<file path="src/core/cksw_pkg.sv">
// constants, types and helpers shared by the clock switcher
//
// Contract
// - software may pick any of six clock sources while switching is enabled
// - primary submode comes from fuses only; a switch never changes it
// - switching and fail-safe monitor run only when the enable fuse reads 0
// - when disabled, requested field is ignored; current field shows fuse
// - when disabled, switch request reads zero and writes to it do nothing
// - request equal to current source clears the request and abandons it
// - a valid switch start clears the lock and clock-fail status bits
// - target oscillator is enabled; crystal targets wait for start-up timer
// - PLL targets wait for PLL lock and lock status reading one
// - ten cycles of the new clock pass before the changeover
// - completion clears switch request and copies requested to current
// - old source turned off, except kept low-power RC and secondary
// - processor keeps running; the switch never stalls the register port
// - monitored oscillator failure traps and moves to fast RC, PLL kept
package cksw_pkg;
  localparam int ADDR_W = 3;
  localparam int DATA_W = 16;
  localparam int SRC_W = 3;
  localparam int SRC_N = 8;
  localparam int OSC_N = 4;
  localparam int IRQ_N = 3;
  localparam logic [ADDR_W-1:0] ADDR_CTRL_LO = 3'h0;
  localparam logic [ADDR_W-1:0] ADDR_CTRL_HI = 3'h1;
  localparam logic [ADDR_W-1:0] ADDR_UNLOCK = 3'h2;
  localparam logic [ADDR_W-1:0] ADDR_IRQ_STAT = 3'h3;
  localparam logic [ADDR_W-1:0] ADDR_IRQ_MASK = 3'h4;
  localparam logic [ADDR_W-1:0] ADDR_STATUS = 3'h5;
  localparam int CUR_LSB = 12;
  localparam int REQ_LSB = 8;
  localparam int LOCK_BIT = 5;
  localparam int CF_BIT = 3;
  localparam int KEEP_BIT = 1;
  localparam int SWREQ_BIT = 0;
  localparam logic [DATA_W-1:0] UNLOCK_KEY1 = 16'h00A5;
  localparam logic [DATA_W-1:0] UNLOCK_KEY2 = 16'h005A;
  localparam logic [2:0] UNLOCK_WIN = 3'h4;
  localparam int NEW_CLK_CYCLES = 10;
  localparam logic [SRC_W-1:0] SRC_FRC = 3'h0;
  localparam logic [SRC_W-1:0] SRC_FAST_RC_WITH_PLL = 3'h1;
  localparam logic [SRC_W-1:0] SRC_PRI = 3'h2;
  localparam logic [SRC_W-1:0] SRC_PRIPLL = 3'h3;
  localparam logic [SRC_W-1:0] SRC_SEC = 3'h4;
  localparam logic [SRC_W-1:0] SRC_LOW_POWER_RC_OSC = 3'h5;
  localparam int OSC_PRI = 0;
  localparam int OSC_SEC = 1;
  localparam int OSC_FRC = 2;
  localparam int OSC_LOW_POWER_RC_OSC = 3;
  localparam logic [1:0] SUB_EC = 2'h0;
  localparam logic [1:0] SUB_XT = 2'h1;
  localparam logic [1:0] SUB_HS = 2'h2;
  localparam int IRQ_DONE = 0;
  localparam int IRQ_REDUNDANT = 1;
  localparam int IRQ_FAIL = 2;
  localparam logic [IRQ_N-1:0] IRQ_MASK_RST = 3'h0;

  typedef enum {ST_IDLE, ST_WAIT_READY, ST_COUNT, ST_SWAP} cksw_state_t;

  function automatic logic usesPll(input logic [SRC_W-1:0] src);
    return (src == SRC_FAST_RC_WITH_PLL) || (src == SRC_PRIPLL);
  endfunction

  function automatic logic [OSC_N-1:0] oscOf(input logic [SRC_W-1:0] src);
    logic [OSC_N-1:0] m;
    m = 4'h0;
    unique case (src)
      SRC_FRC, SRC_FAST_RC_WITH_PLL: m[OSC_FRC] = 1'b1;
      SRC_PRI, SRC_PRIPLL: m[OSC_PRI] = 1'b1;
      SRC_SEC: m[OSC_SEC] = 1'b1;
      SRC_LOW_POWER_RC_OSC: m[OSC_LOW_POWER_RC_OSC] = 1'b1;
      default: m = 4'h0;
    endcase
    return m;
  endfunction

  // secondary is a low-power crystal; primary only in xt or hs submode
  function automatic logic isCrystal(input logic [SRC_W-1:0] src,
                                     input logic [1:0] sub);
    return (src == SRC_SEC) ||
           (((src == SRC_PRI) || (src == SRC_PRIPLL)) &&
            ((sub == SUB_XT) || (sub == SUB_HS)));
  endfunction
endpackage

</file>
<file path="src/core/cksw_clock_switcher.sv">
// run-time system clock source switching controller
`timescale 1ns/1ps
`default_nettype none
module cksw_clock_switcher (
  input wire logic mclk,
  input wire logic reset,
  input wire logic [cksw_pkg::ADDR_W-1:0] regAddr,
  input wire logic [cksw_pkg::DATA_W-1:0] regWdata,
  input wire logic regWr,
  input wire logic regRd,
  output logic [cksw_pkg::DATA_W-1:0] regRdata,
  input wire logic switchEnableFuse,
  input wire logic monitorDisableFuse,
  input wire logic [cksw_pkg::SRC_W-1:0] initialSourceFuse,
  input wire logic [1:0] primarySubmodeFuse,
  input wire logic watchdogEnable,
  input wire logic ostExpired,
  input wire logic pllLocked,
  input wire logic oscFail,
  input wire logic [cksw_pkg::SRC_N-1:0] srcClk,
  output logic [cksw_pkg::OSC_N-1:0] oscEnable,
  output logic pllEnable,
  output logic [cksw_pkg::SRC_W-1:0] sysClkSel,
  output logic clockFailTrap,
  output logic irq
);
  import cksw_pkg::*;

  // unlock and read-back state
  logic keyStage_r;
  logic keyStage_nxt;
  logic [2:0] unlockWin_r;
  logic [2:0] unlockWin_nxt;
  logic [DATA_W-1:0] rdata_r;
  logic [DATA_W-1:0] rdata_nxt;
  logic wrLo;
  logic wrHi;

  // switch control state
  cksw_state_t st_r;
  cksw_state_t st_nxt;
  logic booted_r;
  logic booted_nxt;
  logic [SRC_W-1:0] curSel_r;
  logic [SRC_W-1:0] curSel_nxt;
  logic [SRC_W-1:0] reqSel_r;
  logic [SRC_W-1:0] reqSel_nxt;
  logic [SRC_W-1:0] sysSel_r;
  logic [SRC_W-1:0] sysSel_nxt;
  logic swReq_r;
  logic swReq_nxt;
  logic lock_r;
  logic lock_nxt;
  logic cf_r;
  logic cf_nxt;
  logic keep_r;
  logic keep_nxt;
  logic [OSC_N-1:0] oscOn_r;
  logic [OSC_N-1:0] oscOn_nxt;
  logic [OSC_N-1:0] oscEn_r;
  logic [OSC_N-1:0] oscEn_nxt;
  logic pllOn_r;
  logic pllOn_nxt;
  logic trap_r;
  logic trap_nxt;
  logic evDone;
  logic evRedund;
  logic evFail;
  logic swEn;
  logic monEn;
  logic ready;
  logic cntDone;
  logic [SRC_W-1:0] failSel;
  logic [OSC_N-1:0] keepMask;

  // interrupt state
  logic [IRQ_N-1:0] irqStat_r;
  logic [IRQ_N-1:0] irqStat_nxt;
  logic [IRQ_N-1:0] irqMask_r;
  logic [IRQ_N-1:0] irqMask_nxt;

  assign swEn = !switchEnableFuse;
  assign monEn = swEn && !monitorDisableFuse;
  assign wrLo = regWr && regAddr == ADDR_CTRL_LO && unlockWin_r != 3'h0;
  assign wrHi = regWr && regAddr == ADDR_CTRL_HI && unlockWin_r != 3'h0;

  // the unlock is spent by the next write of any kind, so a stray
  // write between key and control byte cancels it
  always_comb begin
    keyStage_nxt = keyStage_r;
    unlockWin_nxt = unlockWin_r;
    if (regWr) begin
      unlockWin_nxt = 3'h0;
      keyStage_nxt = 1'b0;
      if (regAddr == ADDR_UNLOCK) begin
        if (keyStage_r && regWdata == UNLOCK_KEY2) begin
          unlockWin_nxt = UNLOCK_WIN;
        end else begin
          keyStage_nxt = regWdata == UNLOCK_KEY1;
        end
      end
    end else if (unlockWin_r != 3'h0) begin
      unlockWin_nxt = unlockWin_r - 3'h1;
    end
  end

  // reads answer on the next edge; the switch never holds the port
  always_comb begin
    rdata_nxt = 16'h0000;
    if (regRd) begin
      unique case (regAddr)
        ADDR_CTRL_LO, ADDR_CTRL_HI: begin
          rdata_nxt[CUR_LSB+:SRC_W] = curSel_r;
          rdata_nxt[REQ_LSB+:SRC_W] = reqSel_r;
          rdata_nxt[LOCK_BIT] = lock_r;
          rdata_nxt[CF_BIT] = cf_r;
          rdata_nxt[KEEP_BIT] = keep_r;
          rdata_nxt[SWREQ_BIT] = swReq_r;
        end
        ADDR_IRQ_STAT: rdata_nxt[IRQ_N-1:0] = irqStat_r;
        ADDR_IRQ_MASK: rdata_nxt[IRQ_N-1:0] = irqMask_r;
        ADDR_STATUS: begin
          rdata_nxt[3:0] = oscEn_r;
          rdata_nxt[4] = pllOn_r;
          rdata_nxt[5] = st_r != ST_IDLE;
          rdata_nxt[6] = swEn;
          rdata_nxt[7] = monEn;
          rdata_nxt[9:8] = primarySubmodeFuse;
        end
        default: rdata_nxt = 16'h0000;
      endcase
    end
  end

  always_ff @(posedge mclk or posedge reset) begin
    if (reset) begin
      keyStage_r <= 1'b0;
      unlockWin_r <= 3'h0;
      rdata_r <= 16'h0000;
    end else begin
      keyStage_r <= keyStage_nxt;
      unlockWin_r <= unlockWin_nxt;
      rdata_r <= rdata_nxt;
    end
  end

  assign regRdata = rdata_r;

  cksw_edge_count #(
    .COUNT(NEW_CLK_CYCLES)
  ) u_edge_count (
    .mclk(mclk),
    .reset(reset),
    .run(st_r == ST_COUNT),
    .srcClk(srcClk[reqSel_r]),
    .done(cntDone)
  );

  assign ready = (!isCrystal(reqSel_r, primarySubmodeFuse) || ostExpired) &&
                 (!usesPll(reqSel_r) || lock_r);
  assign failSel = usesPll(curSel_r) ? SRC_FAST_RC_WITH_PLL : SRC_FRC;

  always_comb begin
    st_nxt = st_r;
    booted_nxt = 1'b1;
    curSel_nxt = curSel_r;
    reqSel_nxt = reqSel_r;
    sysSel_nxt = sysSel_r;
    swReq_nxt = swReq_r;
    lock_nxt = lock_r;
    cf_nxt = cf_r;
    keep_nxt = keep_r;
    oscOn_nxt = oscOn_r;
    pllOn_nxt = pllOn_r;
    evDone = 1'b0;
    evRedund = 1'b0;
    evFail = 1'b0;
    keepMask = 4'h0;
    if (!booted_r) begin
      // fuses are caught on the first edge after reset release
      curSel_nxt = initialSourceFuse;
      reqSel_nxt = initialSourceFuse;
      sysSel_nxt = initialSourceFuse;
      oscOn_nxt = oscOf(initialSourceFuse);
      pllOn_nxt = usesPll(initialSourceFuse);
    end else if (!swEn) begin
      swReq_nxt = 1'b0;
      curSel_nxt = initialSourceFuse;
      sysSel_nxt = initialSourceFuse;
      if (wrLo) begin
        keep_nxt = regWdata[KEEP_BIT];
      end
      lock_nxt = pllLocked && usesPll(curSel_r);
    end else begin
      if (wrLo) begin
        keep_nxt = regWdata[KEEP_BIT];
        if (regWdata[SWREQ_BIT]) begin
          swReq_nxt = 1'b1;
        end
      end
      // requested field is frozen while a switch is under way
      if (wrHi && st_r == ST_IDLE) begin
        reqSel_nxt = regWdata[REQ_LSB+:SRC_W];
      end
      unique case (st_r)
        ST_IDLE: begin
          lock_nxt = pllLocked && usesPll(curSel_r);
          if (swReq_r) begin
            if (reqSel_r == curSel_r) begin
              swReq_nxt = 1'b0;
              evRedund = 1'b1;
            end else begin
              lock_nxt = 1'b0;
              cf_nxt = 1'b0;
              oscOn_nxt = oscOn_r | oscOf(reqSel_r);
              pllOn_nxt = pllOn_r | usesPll(reqSel_r);
              st_nxt = ST_WAIT_READY;
            end
          end
        end
        ST_WAIT_READY: begin
          if (usesPll(reqSel_r) && pllLocked) begin
            lock_nxt = 1'b1;
          end
          // primary submode enters only through the crystal
          if (ready) begin
            st_nxt = ST_COUNT;
          end
        end
        ST_COUNT: begin
          if (cntDone) begin
            st_nxt = ST_SWAP;
          end
        end
        ST_SWAP: begin
          sysSel_nxt = reqSel_r;
          curSel_nxt = reqSel_r;
          swReq_nxt = 1'b0;
          evDone = 1'b1;
          oscOn_nxt = oscOf(reqSel_r);
          pllOn_nxt = usesPll(reqSel_r);
          st_nxt = ST_IDLE;
        end
      endcase
      if (monEn && oscFail) begin
        cf_nxt = 1'b1;
        evFail = 1'b1;
        curSel_nxt = failSel;
        reqSel_nxt = failSel;
        sysSel_nxt = failSel;
        oscOn_nxt = oscOf(failSel);
        pllOn_nxt = usesPll(failSel);
        swReq_nxt = 1'b0;
        lock_nxt = 1'b0;
        st_nxt = ST_IDLE;
      end
    end
    keepMask[OSC_LOW_POWER_RC_OSC] = watchdogEnable || monEn;
    keepMask[OSC_SEC] = keep_nxt;
    oscEn_nxt = oscOn_nxt | keepMask;
    trap_nxt = evFail;
  end

  always_ff @(posedge mclk or posedge reset) begin
    if (reset) begin
      st_r <= ST_IDLE;
      booted_r <= 1'b0;
      curSel_r <= SRC_FRC;
      reqSel_r <= SRC_FRC;
      sysSel_r <= SRC_FRC;
      swReq_r <= 1'b0;
      lock_r <= 1'b0;
      cf_r <= 1'b0;
      keep_r <= 1'b0;
      oscOn_r <= 4'h0;
      oscEn_r <= 4'h0;
      pllOn_r <= 1'b0;
      trap_r <= 1'b0;
    end else begin
      st_r <= st_nxt;
      booted_r <= booted_nxt;
      curSel_r <= curSel_nxt;
      reqSel_r <= reqSel_nxt;
      sysSel_r <= sysSel_nxt;
      swReq_r <= swReq_nxt;
      lock_r <= lock_nxt;
      cf_r <= cf_nxt;
      keep_r <= keep_nxt;
      oscOn_r <= oscOn_nxt;
      oscEn_r <= oscEn_nxt;
      pllOn_r <= pllOn_nxt;
      trap_r <= trap_nxt;
    end
  end

  assign oscEnable = oscEn_r;
  assign pllEnable = pllOn_r;
  assign sysClkSel = sysSel_r;
  assign clockFailTrap = trap_r;

  // set wins over a write-one clear in the same cycle
  always_comb begin
    irqStat_nxt = irqStat_r;
    irqMask_nxt = irqMask_r;
    if (regWr && regAddr == ADDR_IRQ_STAT) begin
      irqStat_nxt = irqStat_r & ~regWdata[IRQ_N-1:0];
    end
    if (regWr && regAddr == ADDR_IRQ_MASK) begin
      irqMask_nxt = regWdata[IRQ_N-1:0];
    end
    irqStat_nxt[IRQ_DONE] = irqStat_nxt[IRQ_DONE] | evDone;
    irqStat_nxt[IRQ_REDUNDANT] = irqStat_nxt[IRQ_REDUNDANT] | evRedund;
    irqStat_nxt[IRQ_FAIL] = irqStat_nxt[IRQ_FAIL] | evFail;
  end

  always_ff @(posedge mclk or posedge reset) begin
    if (reset) begin
      irqStat_r <= 3'h0;
      irqMask_r <= IRQ_MASK_RST;
    end else begin
      irqStat_r <= irqStat_nxt;
      irqMask_r <= irqMask_nxt;
    end
  end

  assign irq = |(irqStat_r & irqMask_r);

  logic [7:0] countCyc_r;
  always_ff @(posedge mclk or posedge reset) begin
    if (reset) begin
      countCyc_r <= 8'h00;
    end else if (st_r == ST_COUNT) begin
      countCyc_r <= (countCyc_r == 8'hFF) ? countCyc_r : countCyc_r + 8'h01;
    end else begin
      countCyc_r <= 8'h00;
    end
  end
endmodule
`default_nettype wire

</file>
<file path="src/core/cksw_edge_count.sv">
// counts rising edges of a slow source clock sampled on mclk
`timescale 1ns/1ps
`default_nettype none
module cksw_edge_count #(
  parameter int COUNT = cksw_pkg::NEW_CLK_CYCLES
) (
  input wire logic mclk,
  input wire logic reset,
  input wire logic run,
  input wire logic srcClk,
  output logic done
);
  import cksw_pkg::*;
  localparam int CNT_W = $clog2(COUNT + 1);
  localparam logic [CNT_W-1:0] CNT_END = CNT_W'(COUNT);

  logic sync0_r;
  logic sync1_r;
  logic prev_r;
  logic [CNT_W-1:0] cnt_r;
  logic done_r;
  logic prev_nxt;
  logic [CNT_W-1:0] cnt_nxt;
  logic done_nxt;

  // source must run below mclk/2 or edges are missed
  always_comb begin
    prev_nxt = sync1_r;
    cnt_nxt = cnt_r;
    done_nxt = 1'b0;
    if (!run) begin
      cnt_nxt = '0;
    end else if (cnt_r == CNT_END) begin
      done_nxt = 1'b1;
    end else if (sync1_r && !prev_r) begin
      cnt_nxt = cnt_r + CNT_W'(1);
    end
  end

  always_ff @(posedge mclk or posedge reset) begin
    if (reset) begin
      sync0_r <= 1'b0;
      sync1_r <= 1'b0;
      prev_r <= 1'b0;
      cnt_r <= '0;
      done_r <= 1'b0;
    end else begin
      sync0_r <= srcClk;
      sync1_r <= sync0_r;
      prev_r <= prev_nxt;
      cnt_r <= cnt_nxt;
      done_r <= done_nxt;
    end
  end

  assign done = done_r;
endmodule
`default_nettype wire

</file>
<file path="config.mk">
export PLATFORM = sky130hd
export DESIGN_NAME = cksw_clock_switcher
export DESIGN_NICKNAME = d
export VERILOG_FILES = /design/src/core/cksw_pkg.sv /design/src/core/cksw_clock_switcher.sv /design/src/core/cksw_edge_count.sv
export SDC_FILE = /design/constraint.sdc
export NUM_CORES = 1
export LEC_CHECK = 0
export ABC_AREA = 1
export BUFFER_PORTS_ARGS = -buffer_cell sky130_fd_sc_hd__buf_2
export CAP_MARGIN = 20
export CORE_ASPECT_RATIO = 0.7
export CORE_MARGIN = 4
export CORE_UTILIZATION = 45
export CTS_BUF_LIST = sky130_fd_sc_hd__clkbuf_8
export CTS_CLUSTER_SIZE = 28
export DETAILED_ROUTE_END_ITERATION = 7
export PLACE_DENSITY = 0.71
export RECOVER_POWER = 100
export REMOVE_ABC_BUFFERS = 1
export SETUP_SLACK_MARGIN = 0.5
export SYNTH_ARGS = -nofsm -noshare
export SYNTH_HDL_FRONTEND = slang
export SYNTH_SLANG_ARGS = --single-unit
</file>
<file path="constraint.sdc">
create_clock -name mclk -period 1.72 [get_ports mclk]
set_input_delay 0.258 -clock mclk [delete_from_list [all_inputs] [get_ports mclk]]
set_output_delay 0.258 -clock mclk [all_outputs]
set_load 0.02 [all_outputs]
</file>
==> results.sh <==
export IMPL_synth_seq_cells=53
export IMPL_hold_violations=0
export IMPL_grt_overflow=0
export IMPL_io_buffers=65
export IMPL_cts_buffer_depth=2
export IMPL_p_sw_share_pct=40.08
export IMPL_antenna_found_initial=0
export IMPL_ant_nets=0
export IMPL_dieWidth_um=104.4
export IMPL_core_mm2=0.006276
export IMPL_vias=3062
export IMPL_viasPerCell=5.429
export IMPL_final_cells=564
export IMPL_routed_wl_mm=9.146
export IMPL_drc=0
export IMPL_place_ws_ns=0.1510
export IMPL_post_route_period_util_pct=87.32
export IMPL_finalSetupViolations=0
export IMPL_diodes=0
export IMPL_finalPower_mw=4.651
export IMPL_netlist_instances=389
export IMPL_gr_usage_all_layers_pct=22.61
export IMPL_hp_class="input port to flip-flop"
export IMPL_cp_slowest_stage_delay_ns=0.45
export IMPL_finalCriticalPeriod_ns=1.502
export IMPL_gp_congestion=0.9445
export IMPL_p_clk_share_pct=19.5
export IMPL_startpoint_type="flip-flop"
export IMPL_first_iter_violations=304
export IMPL_holdWs_ns=0.1674
export IMPL_slew_viol_final=0
export IMPL_root_buffer="clkbuf_8"
export IMPL_detail_route_wl_per_cell_um=16.22
export IMPL_fin_ws_ns=0.2181
export IMPL_status="complete, no violations"
export IMPL_die_h_um=75.47
export IMPL_fin_nets=535
export IMPL_rows=24
export IMPL_power_switching_mw=1.864
export IMPL_async_reset_ff_share_pct=100.0
export IMPL_holdPathEnd="oscEnable[3]"
export IMPL_path_cells="xnor2_1 -> nand3_4 -> nand2_1 -> nand2_2 -> nand3_2 -> nand2_1 -> nand2_1"
export IMPL_path_common_cell="nand2_1"
export IMPL_cts_buffers=5
export IMPL_r2r_cells=7
export IMPL_drive_above_1_share_pct=31.07
export IMPL_clkTransAtPathRegs_ns=0.10
export IMPL_grt_pass1_vias=2895
export IMPL_crit_slowest_cell="dfrtp_2"
export IMPL_placed_cell_area_mm2=0.003351
export IMPL_synth_area_per_cell_um2=7.523
export IMPL_internal_power_mw=2.787
export IMPL_drt_pass1_iterations=5
export IMPL_syn2layout_area_growth_pct=32.58
export IMPL_dieArea_mm2=0.007878
export IMPL_grt_pass1_wl_mm=14.01
export IMPL_rsz0062_at_grt="yes"
export IMPL_drv_cap=0
export IMPL_fin_area_mm2=0.003880
export IMPL_p_per_area_mw_per_mm2=1199
export IMPL_crit_reg2reg_launch="reqSel_r[1]"
export IMPL_final_core_util_pct=61.82
export IMPL_yosys_warnings=0
export IMPL_cts_sinks=53
export IMPL_cp_top_family="simple AND/OR/NAND/NOR gates"
export IMPL_min_from="watchdogEnable"
export IMPL_layout_common_cells="nand2_1, dfrtp_1, inv_1"
export IMPL_crit_buf_inv=0
export IMPL_comb_power_share_pct=44.8
export IMPL_vdd_drop_max_uv=568.6
export IMPL_start_util_pct=46.63
export IMPL_end_kind="flip-flop"
export IMPL_clk_latency_ns=0.31
export IMPL_hpwlAfterDp_mm=6.139
export IMPL_cp_max_fo=4
export IMPL_io_pins=68
export IMPL_arrival_ns=1.75
export IMPL_synth_edf_count=0
export IMPL_htreeDepth=2
export IMPL_p_leak_nw=1.951
export IMPL_synth_distinct_cells=33
export IMPL_ys_seq_area_share_pct=45.32
export IMPL_fin_skew_ns=0.007335
export IMPL_seqPwrFrac_pct=35.7
export IMPL_syn_area_mm2=0.002927
export IMPL_timing_fmax_mhz=665.8
export IMPL_dp_cells=529
export IMPL_tightest_slew_ns=0.7939
export IMPL_mostFrequentLayoutCell="nand2_1"
export IMPL_synth_ff_type="dfrtp_1"
export IMPL_reg2reg_slack_ns=0.22
export IMPL_finalSetupTns_ns=0
export IMPL_cts_tree="built"
export IMPL_critical_path_class="flip-flop to flip-flop"
export IMPL_grt_max_degree=35
export IMPL_min_path_cells=3
export IMPL_relSlewSlack_pct=47.01
export IMPL_critPathRequiredTime_ns=1.97
export IMPL_reg2reg_to="st_r[1]"
## flip-flops by register name, indices dropped and copies added, names as in the netlist
name                   cells
booted_r                   1
keyStage_r                 1
sysClkSel                  3
pllEnable                  1
regRdata                  14
st_r                       2
reqSel_r                   3
keep_r                     1
lock_r                     1
swReq_r                    1
cf_r                       1
oscEnable                  4
u_edge_count.done          1
irqStat_r                  3
u_edge_count.sync0_r       1
unlockWin_r                3
u_edge_count.cnt_r         4
irqMask_r                  3
u_edge_count.prev_nxt      1
u_edge_count.prev_r        1
oscOn_r                    2
clockFailTrap              1
## synth_stat cells (4+ instances only)
cell	n	share of area, %
o21ai_0	28	4.8
nor2_1	44	5.6
dfrtp_1	53	45
a41oi_1	4	1.2
nand2_1	88	11
nand3_1	33	5.6
ha_1	8	3.4
nand4_1	9	1.9
o22ai_1	5	1.1
a21oi_1	15	2.6
buf_4	4	1.0
nand2_2	4	0.85
inv_1	60	7.7
## worst reg2reg max path, cell delays in order, from the launching register on
cell and delay (ns):
dfrtp_2 0.45, xnor2_1 0.28, nand3_4 0.18, nand2_1 0.19, nand2_2 0.10, nand3_2 0.10
nand2_1 0.06, nand2_1 0.08
## logic make-up (layout without fill, tap and decap cells)
| family | Yosys count | in the layout | synth area share (%) |
|---|---|---|---|
| other | 2 | 3 | 0.2566 |
| AO/OA/AOI/OAI | 63 | 63 | 12.31 |
| adder cells (fa/ha/maj) | 8 | 8 | 3.420 |
| XOR/XNOR | 2 | 2 | 0.5987 |
| buffers and inverters | 72 | 168 | 9.876 |
| AND/OR/NAND/NOR | 189 | 189 | 28.22 |
| flip-flops | 53 | 53 | 45.32 |
## power by group through the flow
stage               Clock [mW]  Sequential [mW]  Combinational, mW
floorplan                    0             1.70              0.857
finish                   0.908             1.66               2.08
global route             0.979             1.69               2.24
detailed placement           0             1.67               1.34
global placement             0             1.66               1.31
CTS                      0.920             1.65               1.80
## worst max path at each step
stage	cells after the start	end	from	slack, ns
2_1_floorplan	1	booted_r	reset	0.18
3_3_place_gp	8	pllEnable	st_r[0]	0.23
3_5_place_dp	8	u_edge_count.cnt_r[2]	st_r[0]	0.15
4_1_cts	7	reqSel_r[1]	st_r[1]	0.38
5_1_grt	8	st_r[1]	booted_r	0.15
6_report	7	st_r[1]	reqSel_r[1]	0.22
## final cells by class
class | instances | area [um^2]
Clock buffer | 6 | 82.58
Clock inverter | 2 | 37.54
Fill cell | 558 | 2396
Inverter | 63 | 254.0
Multi-Input combinational cell | 265 | 1523
Sequential cell | 53 | 1330
Tap cell | 78 | 97.59
Timing Repair Buffer | 97 | 555.5
## repair_timing
action,4_1_cts,5_1_grt
endpoints found under the setup margin,27,31
gates cloned,0,0
buffers inserted,17,9
hold buffers,1,0
resized for setup,67,41
hold endpoints to repair,19,0
pin swaps,15,14
## per-layer routing
metal / wire, um / global-route usage (%) / part of all wire, %
met3: 681 / 5.250 / 7.4
met4: 204 / 7.227 / 2.2
met5: 0 / 0 / 0
met2: 4073 / 36.41 / 45
met1: 4186 / 30.89 / 46
Power figures use the tool's default switching activity.
